[src/hw/clamp_gain_offset_pkg.sv]
`default_nettype none
package clamp_gain_offset_pkg;

  // register map, byte addresses on the serial control port
  localparam int REG_ADDR_W = 8;
  localparam int REG_INDEX_W = 5;
  localparam int REG_FILE_DEPTH = 32;
  localparam int REG_PAIR_STRIDE = 2;
  localparam logic [7:0] RED_GAIN_UPPER_ADDR = 8'h05;
  localparam logic [7:0] RED_GAIN_LOWER_ADDR = 8'h06;
  localparam logic [7:0] GREEN_GAIN_UPPER_ADDR = 8'h07;
  localparam logic [7:0] GREEN_GAIN_LOWER_ADDR = 8'h08;
  localparam logic [7:0] BLUE_GAIN_UPPER_ADDR = 8'h09;
  localparam logic [7:0] BLUE_GAIN_LOWER_ADDR = 8'h0a;
  localparam logic [7:0] RED_OFFSET_UPPER_ADDR = 8'h0b;
  localparam logic [7:0] RED_OFFSET_LOWER_ADDR = 8'h0c;
  localparam logic [7:0] GREEN_OFFSET_UPPER_ADDR = 8'h0d;
  localparam logic [7:0] GREEN_OFFSET_LOWER_ADDR = 8'h0e;
  localparam logic [7:0] BLUE_OFFSET_UPPER_ADDR = 8'h0f;
  localparam logic [7:0] BLUE_OFFSET_LOWER_ADDR = 8'h10;
  localparam logic [7:0] CLAMP_CONFIGURATION_ADDR = 8'h18;
  localparam logic [7:0] CLAMP_START_DELAY_ADDR = 8'h19;
  localparam logic [7:0] CLAMP_LENGTH_ADDR = 8'h1a;
  localparam logic [7:0] OFFSET_MODE_CONTROL_ADDR = 8'h1b;

  // field positions
  localparam int CLAMP_POL_LSB = 6;
  localparam int CLAMP_SOURCE_BIT = 4;
  localparam int CLAMP_MID_RED_BIT = 3;
  localparam int AUTO_OFFSET_EN_BIT = 5;
  localparam int GAIN_LOWER_BIT = 7;
  localparam int OFFSET_UPPER_MSB = 6;
  localparam int OFFSET_LOWER_LSB = 6;

  // reset values
  localparam logic [7:0] REG_RESET = 8'h00;
  localparam logic [7:0] START_DELAY_RESET = 8'h04;
  localparam logic [7:0] LENGTH_RESET = 8'h28;

  // data path
  localparam int NUM_CH = 3;
  localparam int CODE_W = 10;
  localparam int GAIN_W = 9;
  localparam int OFFSET_W = 9;
  localparam int CORR_W = 11;
  localparam int SUM_W = 13;
  localparam int COUNT_W = 8;
  localparam logic [CODE_W-1:0] GROUND_CODE = 10'h000;
  localparam logic [CODE_W-1:0] MIDSCALE_CODE = 10'h200;
  localparam logic [CODE_W-1:0] CODE_MAX = 10'h3ff;
  localparam logic [GAIN_W-1:0] GAIN_MAX = 9'h1ff;
  localparam logic signed [OFFSET_W-1:0] OFFSET_MOST_NEG = 9'sh100;
  localparam logic signed [OFFSET_W-1:0] OFFSET_NEG_LIMIT = 9'sh101;
  localparam logic signed [CORR_W-1:0] CORR_POS_LIMIT = 11'sh3ff;
  localparam logic signed [CORR_W-1:0] CORR_NEG_LIMIT = 11'sh401;

  // serial control port
  localparam logic [3:0] BITS_PER_BYTE = 4'h8;

  typedef enum logic [2:0] {
    I2C_IDLE = 3'b000,
    I2C_ADDR = 3'b001,
    I2C_ADDR_ACK = 3'b011,
    I2C_WDATA = 3'b010,
    I2C_WACK = 3'b110,
    I2C_RDATA = 3'b111,
    I2C_RACK = 3'b101
  } i2c_state_t;

  typedef enum logic [1:0] {
    CLAMP_IDLE = 2'b00,
    CLAMP_WAIT = 2'b01,
    CLAMP_HOLD = 2'b11
  } clamp_state_t;

endpackage : clamp_gain_offset_pkg
`default_nettype wire

[src/hw/pin_synchronizer.sv]
`timescale 1ns/1ps
`default_nettype none
module pin_synchronizer #(
  parameter int WIDTH = 1
) (
  input wire logic clk,
  input wire logic rst,
  input wire logic [WIDTH-1:0] async_in,
  output logic [WIDTH-1:0] sync_out
);
  logic [WIDTH-1:0] stage1_reg;
  logic [WIDTH-1:0] stage2_reg;

  if (WIDTH < 1) begin : g_check
    $error("pin_synchronizer: WIDTH must be at least 1");
  end

  always_ff @(posedge clk or posedge rst) begin
    if (rst) begin
      stage1_reg <= '0;
      stage2_reg <= '0;
    end else begin
      stage1_reg <= async_in;
      stage2_reg <= stage1_reg;
    end
  end

  assign sync_out = stage2_reg;
endmodule : pin_synchronizer
`default_nettype wire

[src/hw/clamp_pulse_generator.sv]
`timescale 1ns/1ps
`default_nettype none
module clamp_pulse_generator #(
  parameter int WIDTH = 8
) (
  input wire logic clk,
  input wire logic rst,
  input wire logic hsync_level,
  input wire logic [WIDTH-1:0] start_delay,
  input wire logic [WIDTH-1:0] length,
  output logic clamp
);
  import clamp_gain_offset_pkg::*;

  clamp_state_t state_reg, state_next;
  logic [WIDTH-1:0] count_reg, count_next;
  logic hsync_prev_reg;
  logic clamp_reg, clamp_next;
  logic trailing;

  if (WIDTH < 1) begin : g_check
    $error("clamp_pulse_generator: WIDTH must be at least 1");
  end

  // sync is active high, so its trailing edge is a fall
  assign trailing = hsync_prev_reg & ~hsync_level;

  always_comb begin
    state_next = state_reg;
    count_next = count_reg;
    if (trailing) begin
      if (start_delay != '0) begin
        state_next = CLAMP_WAIT; // RL3
        count_next = start_delay;
      end else if (length != '0) begin
        state_next = CLAMP_HOLD;
        count_next = length;
      end else begin
        state_next = CLAMP_IDLE;
      end
    end else begin
      unique case (state_reg)
        CLAMP_IDLE: begin
          state_next = CLAMP_IDLE;
        end
        CLAMP_WAIT: begin
          count_next = count_reg - 1'b1;
          if (count_reg == WIDTH'(1)) begin
            state_next = (length != '0) ? CLAMP_HOLD : CLAMP_IDLE;
            count_next = length;
          end
        end
        CLAMP_HOLD: begin
          count_next = count_reg - 1'b1; // RL4
          if (count_reg == WIDTH'(1)) begin
            state_next = CLAMP_IDLE;
          end
        end
        default: begin
          state_next = CLAMP_IDLE;
        end
      endcase
    end
    clamp_next = (state_next == CLAMP_HOLD);
  end

  always_ff @(posedge clk or posedge rst) begin
    if (rst) begin
      state_reg <= CLAMP_IDLE;
      count_reg <= '0;
      hsync_prev_reg <= 1'b0;
      clamp_reg <= 1'b0;
    end else begin
      state_reg <= state_next;
      count_reg <= count_next;
      hsync_prev_reg <= hsync_level;
      clamp_reg <= clamp_next;
    end
  end

  assign clamp = clamp_reg;
endmodule : clamp_pulse_generator
`default_nettype wire

[src/hw/clamp_gain_offset_control.sv]
`timescale 1ns/1ps
`default_nettype none
// Functional notes
// RL1: clamp source bit set selects the external clamp pin over the generator.
// RL2: two-bit polarity field decides the active level of the external clamp pin; the code reads only the low bit of the field, bit 6.
// RL3: generator waits the programmed pixel periods after sync trailing edge.
// RL4: generator holds clamp for programmed length; delay and length are 8-bit.
// RL5: host should program delay four and length forty pixel periods.
// RL6: ground clamp drives the channel to output code zero on black.
// RL7: each channel has its own midscale-or-ground clamp target bit.
// RL8: midscale target is code 512, ground target is code 0.
// RL9: 9-bit gain per channel over a register pair, red, green, blue.
// RL10: gain code zero is highest gain, 511 is lowest gain.
// RL11: 9-bit offset per channel over a register pair, red, green, blue.
// RL12: offset registers mean manual offset only while auto offset is off.
// RL13: manual offset is upper bits six to zero plus lower bits seven, six.
// RL14: manual offset spans plus or minus 255, one code per step.
// RL15: with clamp source zero, clamp comes from the pixel-clocked counters.
module clamp_gain_offset_control #(
  parameter logic [6:0] DEVICE_ADDRESS = 7'h4c // arbitrary value
) (
  input wire logic clk,
  input wire logic rst,
  input wire logic scl,
  input wire logic sda_in,
  output logic sda_out,
  output logic sda_oe,
  input wire logic horizontal_sync_input_a,
  input wire logic horizontal_sync_input_b,
  input wire logic hsync_input_select,
  input wire logic clamp_pin,
  input wire logic [clamp_gain_offset_pkg::CODE_W-1:0] adc_code_red,
  input wire logic [clamp_gain_offset_pkg::CODE_W-1:0] adc_code_green,
  input wire logic [clamp_gain_offset_pkg::CODE_W-1:0] adc_code_blue,
  output logic [clamp_gain_offset_pkg::CODE_W-1:0] corrected_code_red,
  output logic [clamp_gain_offset_pkg::CODE_W-1:0] corrected_code_green,
  output logic [clamp_gain_offset_pkg::CODE_W-1:0] corrected_code_blue,
  output logic [clamp_gain_offset_pkg::GAIN_W-1:0] programmable_gain_amplifier_red,
  output logic [clamp_gain_offset_pkg::GAIN_W-1:0] programmable_gain_amplifier_green,
  output logic [clamp_gain_offset_pkg::GAIN_W-1:0] programmable_gain_amplifier_blue,
  output logic clamp_active,
  output logic clamp_midscale_red,
  output logic clamp_midscale_green,
  output logic clamp_midscale_blue
);
  import clamp_gain_offset_pkg::*;

  if (DEVICE_ADDRESS == 7'h00) begin : g_check
    $error("clamp_gain_offset_control: address zero is the general call");
  end

  // ---- pin synchronisation ----
  logic [5:0] pins_async;
  logic [5:0] pins_sync;
  logic scl_s, sda_s, hsync_a_s, hsync_b_s, hsync_sel_s, clamp_pin_s;

  assign pins_async = {scl, sda_in, horizontal_sync_input_a, horizontal_sync_input_b,
                       hsync_input_select, clamp_pin};
  assign {scl_s, sda_s, hsync_a_s, hsync_b_s, hsync_sel_s, clamp_pin_s} = pins_sync;

  pin_synchronizer #(.WIDTH(6)) u_pin_sync (
    .clk(clk),
    .rst(rst),
    .async_in(pins_async),
    .sync_out(pins_sync)
  );

  // ---- serial control port ----
  i2c_state_t st_reg, st_next;
  logic [3:0] cnt_reg, cnt_next;
  logic [7:0] shift_reg, shift_next;
  logic [REG_ADDR_W-1:0] ptr_reg, ptr_next;
  logic rw_reg, rw_next;
  logic sub_reg, sub_next;
  logic nack_reg, nack_next;
  logic oe_reg, oe_next;
  logic sda_out_reg;
  logic scl_d_reg, sda_d_reg;
  logic start_cond, stop_cond, scl_rise, scl_fall;
  logic wr_en;
  logic load_rd;
  logic [7:0] rd_data;

  logic [7:0] regs_reg [REG_FILE_DEPTH];
  logic [7:0] regs_next [REG_FILE_DEPTH];

  function automatic logic is_mapped(input logic [REG_ADDR_W-1:0] a);
    is_mapped = ((a >= RED_GAIN_UPPER_ADDR) && (a <= BLUE_OFFSET_LOWER_ADDR)) ||
                ((a >= CLAMP_CONFIGURATION_ADDR) && (a <= OFFSET_MODE_CONTROL_ADDR));
  endfunction : is_mapped

  assign start_cond = scl_s & scl_d_reg & sda_d_reg & ~sda_s;
  assign stop_cond = scl_s & scl_d_reg & ~sda_d_reg & sda_s;
  assign scl_rise = scl_s & ~scl_d_reg;
  assign scl_fall = ~scl_s & scl_d_reg;
  // unmapped addresses read as zero
  assign rd_data = is_mapped(ptr_reg) ? regs_reg[ptr_reg[REG_INDEX_W-1:0]] : 8'h00;

  always_comb begin
    st_next = st_reg;
    cnt_next = cnt_reg;
    shift_next = shift_reg;
    ptr_next = ptr_reg;
    rw_next = rw_reg;
    sub_next = sub_reg;
    nack_next = nack_reg;
    oe_next = oe_reg;
    wr_en = 1'b0;
    load_rd = 1'b0;
    if (start_cond) begin
      st_next = I2C_ADDR;
      cnt_next = '0;
      oe_next = 1'b0;
    end else if (stop_cond) begin
      st_next = I2C_IDLE;
      oe_next = 1'b0;
    end else begin
      unique case (st_reg)
        I2C_IDLE: begin
          oe_next = 1'b0;
        end
        I2C_ADDR, I2C_WDATA: begin
          if (scl_rise) begin
            shift_next = {shift_reg[6:0], sda_s};
            cnt_next = cnt_reg + 4'h1;
          end else if (scl_fall && (cnt_reg == BITS_PER_BYTE)) begin
            cnt_next = '0;
            if (st_reg == I2C_ADDR) begin
              if (shift_reg[7:1] == DEVICE_ADDRESS) begin
                oe_next = 1'b1;
                rw_next = shift_reg[0];
                st_next = I2C_ADDR_ACK;
              end else begin
                st_next = I2C_IDLE;
              end
            end else begin
              oe_next = 1'b1;
              st_next = I2C_WACK;
              if (sub_reg) begin
                ptr_next = shift_reg;
                sub_next = 1'b0;
              end else begin
                wr_en = 1'b1;
                ptr_next = ptr_reg + 8'h01;
              end
            end
          end
        end
        I2C_ADDR_ACK: begin
          if (scl_fall) begin
            if (rw_reg) begin
              load_rd = 1'b1;
            end else begin
              oe_next = 1'b0;
              sub_next = 1'b1;
              st_next = I2C_WDATA;
            end
          end
        end
        I2C_WACK: begin
          if (scl_fall) begin
            oe_next = 1'b0;
            st_next = I2C_WDATA;
          end
        end
        I2C_RDATA: begin
          if (scl_rise) begin
            cnt_next = cnt_reg + 4'h1;
          end else if (scl_fall) begin
            if (cnt_reg == BITS_PER_BYTE) begin
              oe_next = 1'b0;
              st_next = I2C_RACK;
            end else begin
              shift_next = {shift_reg[6:0], 1'b0};
              oe_next = ~shift_reg[6];
            end
          end
        end
        I2C_RACK: begin
          if (scl_rise) begin
            nack_next = sda_s;
          end else if (scl_fall) begin
            if (nack_reg) begin
              st_next = I2C_IDLE;
            end else begin
              load_rd = 1'b1;
            end
          end
        end
        default: begin
          st_next = I2C_IDLE;
          oe_next = 1'b0;
        end
      endcase
    end
    if (load_rd) begin
      shift_next = rd_data;
      oe_next = ~rd_data[7];
      ptr_next = ptr_reg + 8'h01;
      cnt_next = '0;
      st_next = I2C_RDATA;
    end
  end

  always_ff @(posedge clk or posedge rst) begin
    if (rst) begin
      st_reg <= I2C_IDLE;
      cnt_reg <= '0;
      shift_reg <= '0;
      ptr_reg <= '0;
      rw_reg <= 1'b0;
      sub_reg <= 1'b0;
      nack_reg <= 1'b1;
      oe_reg <= 1'b0;
      sda_out_reg <= 1'b0;
      scl_d_reg <= 1'b1;
      sda_d_reg <= 1'b1;
    end else begin
      st_reg <= st_next;
      cnt_reg <= cnt_next;
      shift_reg <= shift_next;
      ptr_reg <= ptr_next;
      rw_reg <= rw_next;
      sub_reg <= sub_next;
      nack_reg <= nack_next;
      oe_reg <= oe_next;
      sda_out_reg <= 1'b0;
      scl_d_reg <= scl_s;
      sda_d_reg <= sda_s;
    end
  end

  assign sda_out = sda_out_reg;
  assign sda_oe = oe_reg;

  // ---- register file ----
  always_comb begin
    regs_next = regs_reg;
    if (wr_en && is_mapped(ptr_reg)) begin
      regs_next[ptr_reg[REG_INDEX_W-1:0]] = shift_reg;
    end
  end

  always_ff @(posedge clk or posedge rst) begin
    if (rst) begin
      for (int i = 0; i < REG_FILE_DEPTH; i++) begin
        regs_reg[i] <= REG_RESET;
      end
      regs_reg[CLAMP_START_DELAY_ADDR[REG_INDEX_W-1:0]] <= START_DELAY_RESET; // RL5
      regs_reg[CLAMP_LENGTH_ADDR[REG_INDEX_W-1:0]] <= LENGTH_RESET; // RL5
    end else begin
      regs_reg <= regs_next;
    end
  end

  logic [7:0] clamp_cfg;
  logic auto_offset_en;
  assign clamp_cfg = regs_reg[CLAMP_CONFIGURATION_ADDR[REG_INDEX_W-1:0]];
  assign auto_offset_en = regs_reg[OFFSET_MODE_CONTROL_ADDR[REG_INDEX_W-1:0]][AUTO_OFFSET_EN_BIT];

  // ---- clamp timing ----
  logic hsync_level;
  logic gen_clamp;
  logic ext_clamp;
  logic clamp_reg, clamp_next;

  assign hsync_level = hsync_sel_s ? hsync_b_s : hsync_a_s;

  clamp_pulse_generator #(.WIDTH(COUNT_W)) u_clamp_gen (
    .clk(clk),
    .rst(rst),
    .hsync_level(hsync_level),
    .start_delay(regs_reg[CLAMP_START_DELAY_ADDR[REG_INDEX_W-1:0]]),
    .length(regs_reg[CLAMP_LENGTH_ADDR[REG_INDEX_W-1:0]]),
    .clamp(gen_clamp)
  );

  // low polarity bit set means the pin is active low
  assign ext_clamp = clamp_pin_s ^ clamp_cfg[CLAMP_POL_LSB]; // RL2

  always_comb begin
    clamp_next = clamp_cfg[CLAMP_SOURCE_BIT] ? ext_clamp : gen_clamp; // RL1 RL15
  end

  always_ff @(posedge clk or posedge rst) begin
    if (rst) begin
      clamp_reg <= 1'b0;
    end else begin
      clamp_reg <= clamp_next;
    end
  end

  assign clamp_active = clamp_reg;

  // ---- per-channel gain, offset and restore ----
  logic [CODE_W-1:0] raw [NUM_CH];
  logic [CODE_W-1:0] code_reg [NUM_CH];
  logic [GAIN_W-1:0] level_reg [NUM_CH];
  logic mid_reg [NUM_CH];

  assign raw[0] = adc_code_red;
  assign raw[1] = adc_code_green;
  assign raw[2] = adc_code_blue;

  for (genvar ch = 0; ch < NUM_CH; ch++) begin : g_ch
    localparam logic [REG_INDEX_W-1:0] GU =
      REG_INDEX_W'(int'(RED_GAIN_UPPER_ADDR) + REG_PAIR_STRIDE * ch);
    localparam logic [REG_INDEX_W-1:0] GL =
      REG_INDEX_W'(int'(RED_GAIN_LOWER_ADDR) + REG_PAIR_STRIDE * ch);
    localparam logic [REG_INDEX_W-1:0] OU =
      REG_INDEX_W'(int'(RED_OFFSET_UPPER_ADDR) + REG_PAIR_STRIDE * ch);
    localparam logic [REG_INDEX_W-1:0] OL =
      REG_INDEX_W'(int'(RED_OFFSET_LOWER_ADDR) + REG_PAIR_STRIDE * ch);

    logic [GAIN_W-1:0] gain_code;
    logic signed [OFFSET_W-1:0] man_offset;
    logic mid_sel;
    logic [CODE_W-1:0] target;
    logic signed [CORR_W-1:0] corr_reg, corr_next;
    logic [CODE_W-1:0] code_next;
    logic [GAIN_W-1:0] level_next;
    logic signed [SUM_W-1:0] meas;
    logic signed [SUM_W-1:0] outv;
    logic signed [OFFSET_W-1:0] off_eff;

    assign gain_code = {regs_reg[GU], regs_reg[GL][GAIN_LOWER_BIT]}; // RL9
    assign man_offset = {regs_reg[OU][OFFSET_UPPER_MSB:0],
                         regs_reg[OL][7:OFFSET_LOWER_LSB]}; // RL11 RL13
    assign mid_sel = clamp_cfg[CLAMP_MID_RED_BIT - ch]; // RL7
    assign target = mid_sel ? MIDSCALE_CODE : GROUND_CODE; // RL8

    always_comb begin
      meas = $signed({3'b000, raw[ch]}) + SUM_W'(corr_reg);
      corr_next = corr_reg;
      if (clamp_reg) begin
        if ((meas > $signed({3'b000, target})) && (corr_reg != CORR_NEG_LIMIT)) begin
          corr_next = corr_reg - 11'sd1; // RL6
        end else if ((meas < $signed({3'b000, target})) && (corr_reg != CORR_POS_LIMIT)) begin
          corr_next = corr_reg + 11'sd1; // RL6
        end
      end
      // auto offset disables the manual term
      if (auto_offset_en) begin
        off_eff = '0; // RL12
      end else if (man_offset == OFFSET_MOST_NEG) begin
        off_eff = OFFSET_NEG_LIMIT; // RL14
      end else begin
        off_eff = man_offset;
      end
      outv = meas + SUM_W'(off_eff); // RL14
      if (outv < 0) begin
        code_next = GROUND_CODE;
      end else if (outv > $signed({3'b000, CODE_MAX})) begin
        code_next = CODE_MAX;
      end else begin
        code_next = outv[CODE_W-1:0];
      end
      level_next = GAIN_MAX - gain_code; // RL10
    end

    always_ff @(posedge clk or posedge rst) begin
      if (rst) begin
        corr_reg <= '0;
        code_reg[ch] <= GROUND_CODE;
        level_reg[ch] <= '0;
        mid_reg[ch] <= 1'b0;
      end else begin
        corr_reg <= corr_next;
        code_reg[ch] <= code_next;
        level_reg[ch] <= level_next;
        mid_reg[ch] <= mid_sel;
      end
    end
  end

  assign corrected_code_red = code_reg[0];
  assign corrected_code_green = code_reg[1];
  assign corrected_code_blue = code_reg[2];
  assign programmable_gain_amplifier_red = level_reg[0];
  assign programmable_gain_amplifier_green = level_reg[1];
  assign programmable_gain_amplifier_blue = level_reg[2];
  assign clamp_midscale_red = mid_reg[0];
  assign clamp_midscale_green = mid_reg[1];
  assign clamp_midscale_blue = mid_reg[2];

endmodule : clamp_gain_offset_control
`default_nettype wire

[config.mk]
export PLATFORM = sky130hd
export DESIGN_NAME = clamp_gain_offset_control
export DESIGN_NICKNAME = d
export VERILOG_FILES = /design/src/hw/clamp_gain_offset_pkg.sv /design/src/hw/pin_synchronizer.sv /design/src/hw/clamp_pulse_generator.sv /design/src/hw/clamp_gain_offset_control.sv
export SDC_FILE = /design/constraint.sdc
export NUM_CORES = 1
export LEC_CHECK = 0
export ABC_CLOCK_PERIOD_IN_PS = 25800
export BUFFER_PORTS_ARGS = -buffer_cell sky130_fd_sc_hd__buf_2
export CAP_MARGIN = 10
export CORE_MARGIN = 1
export CORE_UTILIZATION = 52
export CTS_CLUSTER_SIZE = 20
export DETAILED_ROUTE_END_ITERATION = 10
export GPL_TIMING_DRIVEN = 1
export PLACE_DENSITY = 0.81
export SLEW_MARGIN = 20
export SYNTH_ARGS = -nofsm -noshare
export SYNTH_HDL_FRONTEND = slang
export SYNTH_SLANG_ARGS = --single-unit
[constraint.sdc]
create_clock -name clk -period 25.8 [get_ports clk]
set_clock_uncertainty 0.15 [all_clocks]
set_input_delay 2.58 -clock clk [delete_from_list [all_inputs] [get_ports clk]]
set_output_delay 2.58 -clock clk [all_outputs]
set_load 0.01 [all_outputs]
Word level (Yosys, flattened, before mapping)

Cells that the tools add are included.

Register bits: 403
Latch bits: 0
RAM bits: 0
ROM bits: 0
Input port bits: 38
Output and inout port bits: 63
Logic and storage cells: 322
Memories: 0

Add/subtract/negate cells: 18
Multiply operators: 0
Div/mod/pow operators: 0
Magnitude comparators: 18
Eq/ne operators: 52
Shift operators: 0
Muxes and demuxes: 116
Bitwise gates (word level): 20
Reductions and logical operators: 37

Operator list:

| cell                                                                   | number |
|---|---|
| 256-bit bitwise mux                                                    | 1 |
| 8-bit two-way mux                                                      | 23 |
| 10-bit two-way mux                                                     | 9 |
| 11-bit two-way mux                                                     | 6 |
| 11-bit inequality test, second input constant                          | 6 |
| 5-bit inequality test, second input constant                           | 12 |
| 9-bit two-way mux                                                      | 6 |
| 3-bit two-way mux                                                      | 15 |
| 8-bit binary-select mux with 5-bit select                              | 1 |
| 8-bit demux with 5-bit select                                          | 1 |
| 12-bit by 9-bit adder with 13-bit output                               | 3 |
| 13-bit by 11-bit > comparator with 1-bit output, second input constant | 3 |
| 13-bit by 1-bit < comparator with 1-bit output, second input constant  | 3 |
| 11-bit by 11-bit adder with 12-bit output                              | 3 |
| 12-bit by 11-bit > comparator with 1-bit output                        | 3 |
| 12-bit by 11-bit < comparator with 1-bit output                        | 3 |
| 1-bit two-way mux                                                      | 34 |
| 11-bit by 2-bit adder with 11-bit output, second input constant        | 3 |
| 11-bit by 2-bit subtractor with 11-bit output, second input constant   | 3 |
| 8-bit case mux with 2 select lines                                     | 2 |
| 9-bit == test, second input constant                                   | 3 |
| 9-bit subtractor, first input constant                                 | 3 |
| 4-bit two-way mux                                                      | 6 |
| 3-bit case mux with 6 select lines                                     | 1 |
| 46 further kinds                                                       | 108 |

Logic depth before layout (Yosys ltp)

Word-level depth: 9
Depth in mapped cells: 24
Gate-level depth less buffers: 24

By module

A second synthesis with hierarchy kept.

Cell total of the unflattened synthesis: 1870
Area total of the unflattened synthesis: 21261.6 um^2

By module, submodules not included:

| module                    | instances | cells each | area each (um^2) | sequential area each (um^2) |
|---|---|---|---|---|
| clamp_gain_offset_control | 1         | 1738       | 19990.4          | 9391.5 |
| clamp_pulse_generator     | 1         | 119        | 967.2            | 300.3 |
| pin_synchronizer          | 1         | 13         | 304.0            | 300.3 |

Least setup slack after synthesis

OpenSTA, ideal clock, no wires.

Path kind: input -> register
Start point: input adc_code_blue[4] (netlist name)
End point: register g_ch[2].corr_reg[10]
Library setup time: 126 ps
Data arrival time: 7161 ps
Data required time: 25524 ps
Path slack: 18363 ps
Stages: 22
Buffers on the path: 0
Cell sequence: ha_1 or4_1 a31o_2 a21oi_1 xnor2_1 inv_1 ha_1 nand3b_1 or4_1 a2111o_1 nor3_2 nor3b_2 ha_1 nor2b_1 o21ai_0 nand2b_1 a31oi_1 a21oi_1 a31o_2 nand4_1 o311ai_0 a221o_1

Longest elaborated chain between the ends: 5
Elaborated cells between the ends (all ways): 8
Classes of those cells: 1 x add/sub; 2 x order compare; 1 x mux; 4 x reduce/logical

Ends and longest elaborated chain:

| what                                                                                                               | RTL line                                                           | RTL |
|---|---|---|
| start, declared                                                                                                    | clamp_gain_offset_control.sv:34                                    | `input wire logic [clamp_gain_offset_pkg::CODE_W-1:0] adc_code_blue,` |
| 11-bit by 11-bit adder with 12-bit output (*)                                                                      | clamp_gain_offset_control.sv:333                                   | `meas = $signed({3'b000, raw[ch]}) + SUM_W'(corr_reg);` |
| 12-bit by 11-bit > comparator with 1-bit output or 12-bit by 11-bit < comparator with 1-bit output (tied branches) | clamp_gain_offset_control.sv:336, clamp_gain_offset_control.sv:338 |  |
| 1-bit logical AND, on equally long branches                                                                        | clamp_gain_offset_control.sv:336, clamp_gain_offset_control.sv:338 |  |
| 2-bit nonzero test (no source line)                                                                                | -                                                                  |  |
| 2-bit AND reduction (no source line)                                                                               | -                                                                  |  |
| end signal, assigned                                                                                               | clamp_gain_offset_control.sv:368                                   | `corr_reg <= corr_next;` |
| end, declared                                                                                                      | clamp_gain_offset_control.sv:319                                   | `logic signed [CORR_W-1:0] corr_reg, corr_next;` |

Mark *: on every way between the ends. The rest lies on a longest branch, timed or not.
A chain may end at the register's enable or synchronous reset.

Final worst setup path

Same ends and word-level chain as after synthesis.

==> run_results.csv <==
group,metric,value,unit
pwr,p_int,0.00106,W
yosys,synth_edf_count,0,
cts,cts_tree,"done",
yosys,async_reset_ff_share,100,%
yosys,synthCells,1870,
die,die_area,0.0423,mm²
pwr,swShare,25.9,%
outcome,outcome,"complete, no violations",
sta,period_needed,7.37,ns
cts,cts_resized,0,
die,core_area,0.0408,mm²
grt,grt_max_degree,129,
yosys,netlist_area,0.0216,mm²
worst_setup_path,cp_num_buf_inv,2,
yosys,yosysSeqAreaShare,46.8,%
placement,place_inst,2350,
cts,ctsHoldBuffers,0,
worst_hold_path,hp-class,"reg2reg",
worst_setup_path,required,26.11,ns
yosys,avgSynthCellArea,11.5,µm²
placement,pre_cts_ws,17.87,ns
worst_setup_path,cp_max_fo,13,
pwr,p_switching,0.000371,W
grt,grt_pass1_wl,80.2,mm
sta,finalSetupTns,0,ns
pwr,power_density,60.5,mW/mm²
worst_setup_path,critPathTopFamily,"compound AO/OA/AOI/OAI gates",
final_layout,n_fill_cell,3188,
sta,slew_headroom,25.7,%
pwr,clkPwrFrac,44.5,%
pwr,p_leak,11.0,nW
cts,cts-root-buf,"clkbuf_16",
routing,dr.pass1.iters,5,
final_layout,stdcell_count,2427,
cts,cts_buffer_depth,3,
sta,setup_violations,0,
final_layout,final_cell_mix,"dfrtp_1, mux2_2, nor2_1",
yosys,synth_ff_type,"dfrtp_1",
placement,dp_hpwl,33.7,mm
final_layout,syn2layout_area_growth,9.73,%
cts,h-tree-depth,2,
sta,worst_slew_pin_slew,1.11,ns
routing,vias,14621,
placement,port_buffers,99,
worst_setup_path,critPathMaxStageDelay,0.52,ns
worst_setup_path,critPathCaptureType,"flip-flop",
grt,grt_pass1_vias,15023,
final_layout,final_common_cell,"dfrtp_1",
final_layout,final_nets,2011,
sta,period_share,28.6,%
sta,rsz0062_at_grt,"no",
routing,routedWlPerCell,20.2,µm
final_layout,drive_gt1_share,25.2,%
die,start_util,52.8,%
cts,clkSinkCount,403,
placement,gp_congestion,0.900,
pwr,pwr-share-comb,6.9,%
worst_setup_path,worstPathCellList,"buf_2 > ha_1 > or4_1 > a31o_2 > a21oi_1 > xnor2_1 > inv_1 > ha_1 > nand3b_1 > or4_1 > a2111o_1 > nor3_2 > nor3b_2 > ha_1 > nor2b_1 > o21ai_0 > nand2b_1 > a31oi_1 > a21oi_1 > a31o_2 > nand3b_1 > o311ai_0 > a221o_1",
final_layout,antenna_cells,0,
routing,ant_nets,0,
worst_setup_path,path_class,"in2reg",
cts,clkLatencyLatePin,0.58,ns
yosys,ys_ff_latch,403,
routing,drtIter0Drc,1049,
sta,max_clock_freq,0.136,GHz
die,chipHeight,206,µm
worst_setup_path,crit_arrival,7.68,ns
run,drv_cap,0,
routing,via_per_inst,6.02,
die,rows,74,
yosys,syn_nets,2019,
sta,final_max_slew_viol_count,0,
pwr,p_seq_share,48.6,%
routing,drc,0,
sta,hold_viol,0,
routing,routed_wl,49.1,mm
grt,grt_overflow,0,
pwr,vdd_drop_max,0.0437,mV
worst_setup_path,slowest_stage,"or4_1",
worst_setup_path,cpMostUsedCell,"ha_1",
die,die_x,206,µm
yosys,synth_cell_types,85,
worst_setup_path,r2r_slack,20.08,ns
yosys,yosysWarnings,0,
cts,cts_inserted_buffers,42,
worst_setup_path,start_kind,"input port",
grt,grt_antenna_before_repair,1,
final_layout,largest_reg_flops,193,
sta,layout_setup_ws,18.43,ns
die,pin_count,101,
grt,track_usage,24.2,%
cts,cts.clk_slew.worst_paths,0.06,ns
cts,cts_setup_buffers,0,
[metrics by stage]
stage | power [W] | util [%] | hold WS, ns | cell area (µm²)
after floorplan | 0.000757 | - | 0.181 | 21600
after global placement | 0.000797 | 54.4 | 0.186 | 22200
after detailed placement | 0.000803 | 54.4 | 0.190 | 22200
after CTS | 0.00144 | 58.0 | 0.203 | 23700
after global routing | 0.00148 | 58.0 | 0.215 | 23700
final | 0.00143 | 58.0 | 0.199 | 23700
[power groups by stage]
stage	Clock (W)	Sequential, W	Combinational [W]
2_1_floorplan	0	0.000669	0.0000884
3_3_place_gp	0	0.000703	0.0000945
3_5_place_dp	0	0.000704	0.0000986
4_1_cts	0.000652	0.000693	0.0000996
5_1_grt	0.000674	0.000697	0.000112
6_report	0.000638	0.000696	0.0000992
[layer usage]
metal / vias to the layer above / track usage, % / wire [µm]
met3: 94 / 3.41 / 2750
met1: 7385 / 33.2 / 21500
met4: 2 / 8.28 / 1400
li1: 6687 / - / -
met2: 453 / 39.3 / 23400
met5: - / 0 / 13
[synth_stat cells (14+ instances only)]
master | n | share of area [%]
xor2_1 | 25 | 1.0
nor4_1 | 16 | 0.46
o21a_1 | 29 | 1.0
mux2i_1 | 24 | 1.1
a21oi_1 | 80 | 1.9
nor3_1 | 34 | 0.79
a21o_1 | 15 | 0.52
nand3_1 | 28 | 0.65
xnor2_1 | 46 | 1.9
o21ai_0 | 90 | 2.1
inv_1 | 96 | 1.7
nor2_1 | 113 | 2.0
nand2b_1 | 17 | 0.49
ha_1 | 102 | 5.9
nand2_1 | 67 | 1.2
dfrtp_1 | 397 | 46
mux4_2 | 80 | 8.4
nor2b_1 | 42 | 1.2
mux2_2 | 185 | 9.7
a211oi_1 | 14 | 0.49
clkbuf_1 | 148 | 2.6
[final timing paths]
path	startpoint	to	cells after the start
worst max-delay path	adc_code_blue[4]	g_ch[2].corr_reg[10]	23
worst min-delay path	u_pin_sync.stage1_reg[4]	u_pin_sync.sync_out[4]	0
worst max register to register	g_ch[2].corr_reg[4]	g_ch[2].corr_reg[10]	22
worst min register to register	u_pin_sync.stage1_reg[4]	u_pin_sync.sync_out[4]	0
max in group asynchronous	rst	ptr_reg[0]	4
min in group asynchronous	rst	programmable_gain_amplifier_red[4]	2
[logic make-up after synthesis]
logic type,count (synthesis),share of synthesized area (%)
xor+xnor,72,2.99
mux,289,19.1
compound gates,334,10.1
fa+ha+maj,112,6.80
flops,403,46.8
simple gates,403,9.72
other cells,1,0.0174
buf+inv,256,4.48
[final cells by class]
cell class                      instances  area, µm²  share of cell area (%)
Multi-Input combinational cell       1211      10500                    44.4
Sequential cell                       403      10100                    42.7
Clock buffer                           60       1200                    5.06
Tap cell                              532        666                    2.81
Timing Repair Buffer                  108        567                    2.39
Inverter                               96        368                    1.55
Clock inverter                         17        260                    1.10
Note: power is estimated with default switching activity, not from simulation.
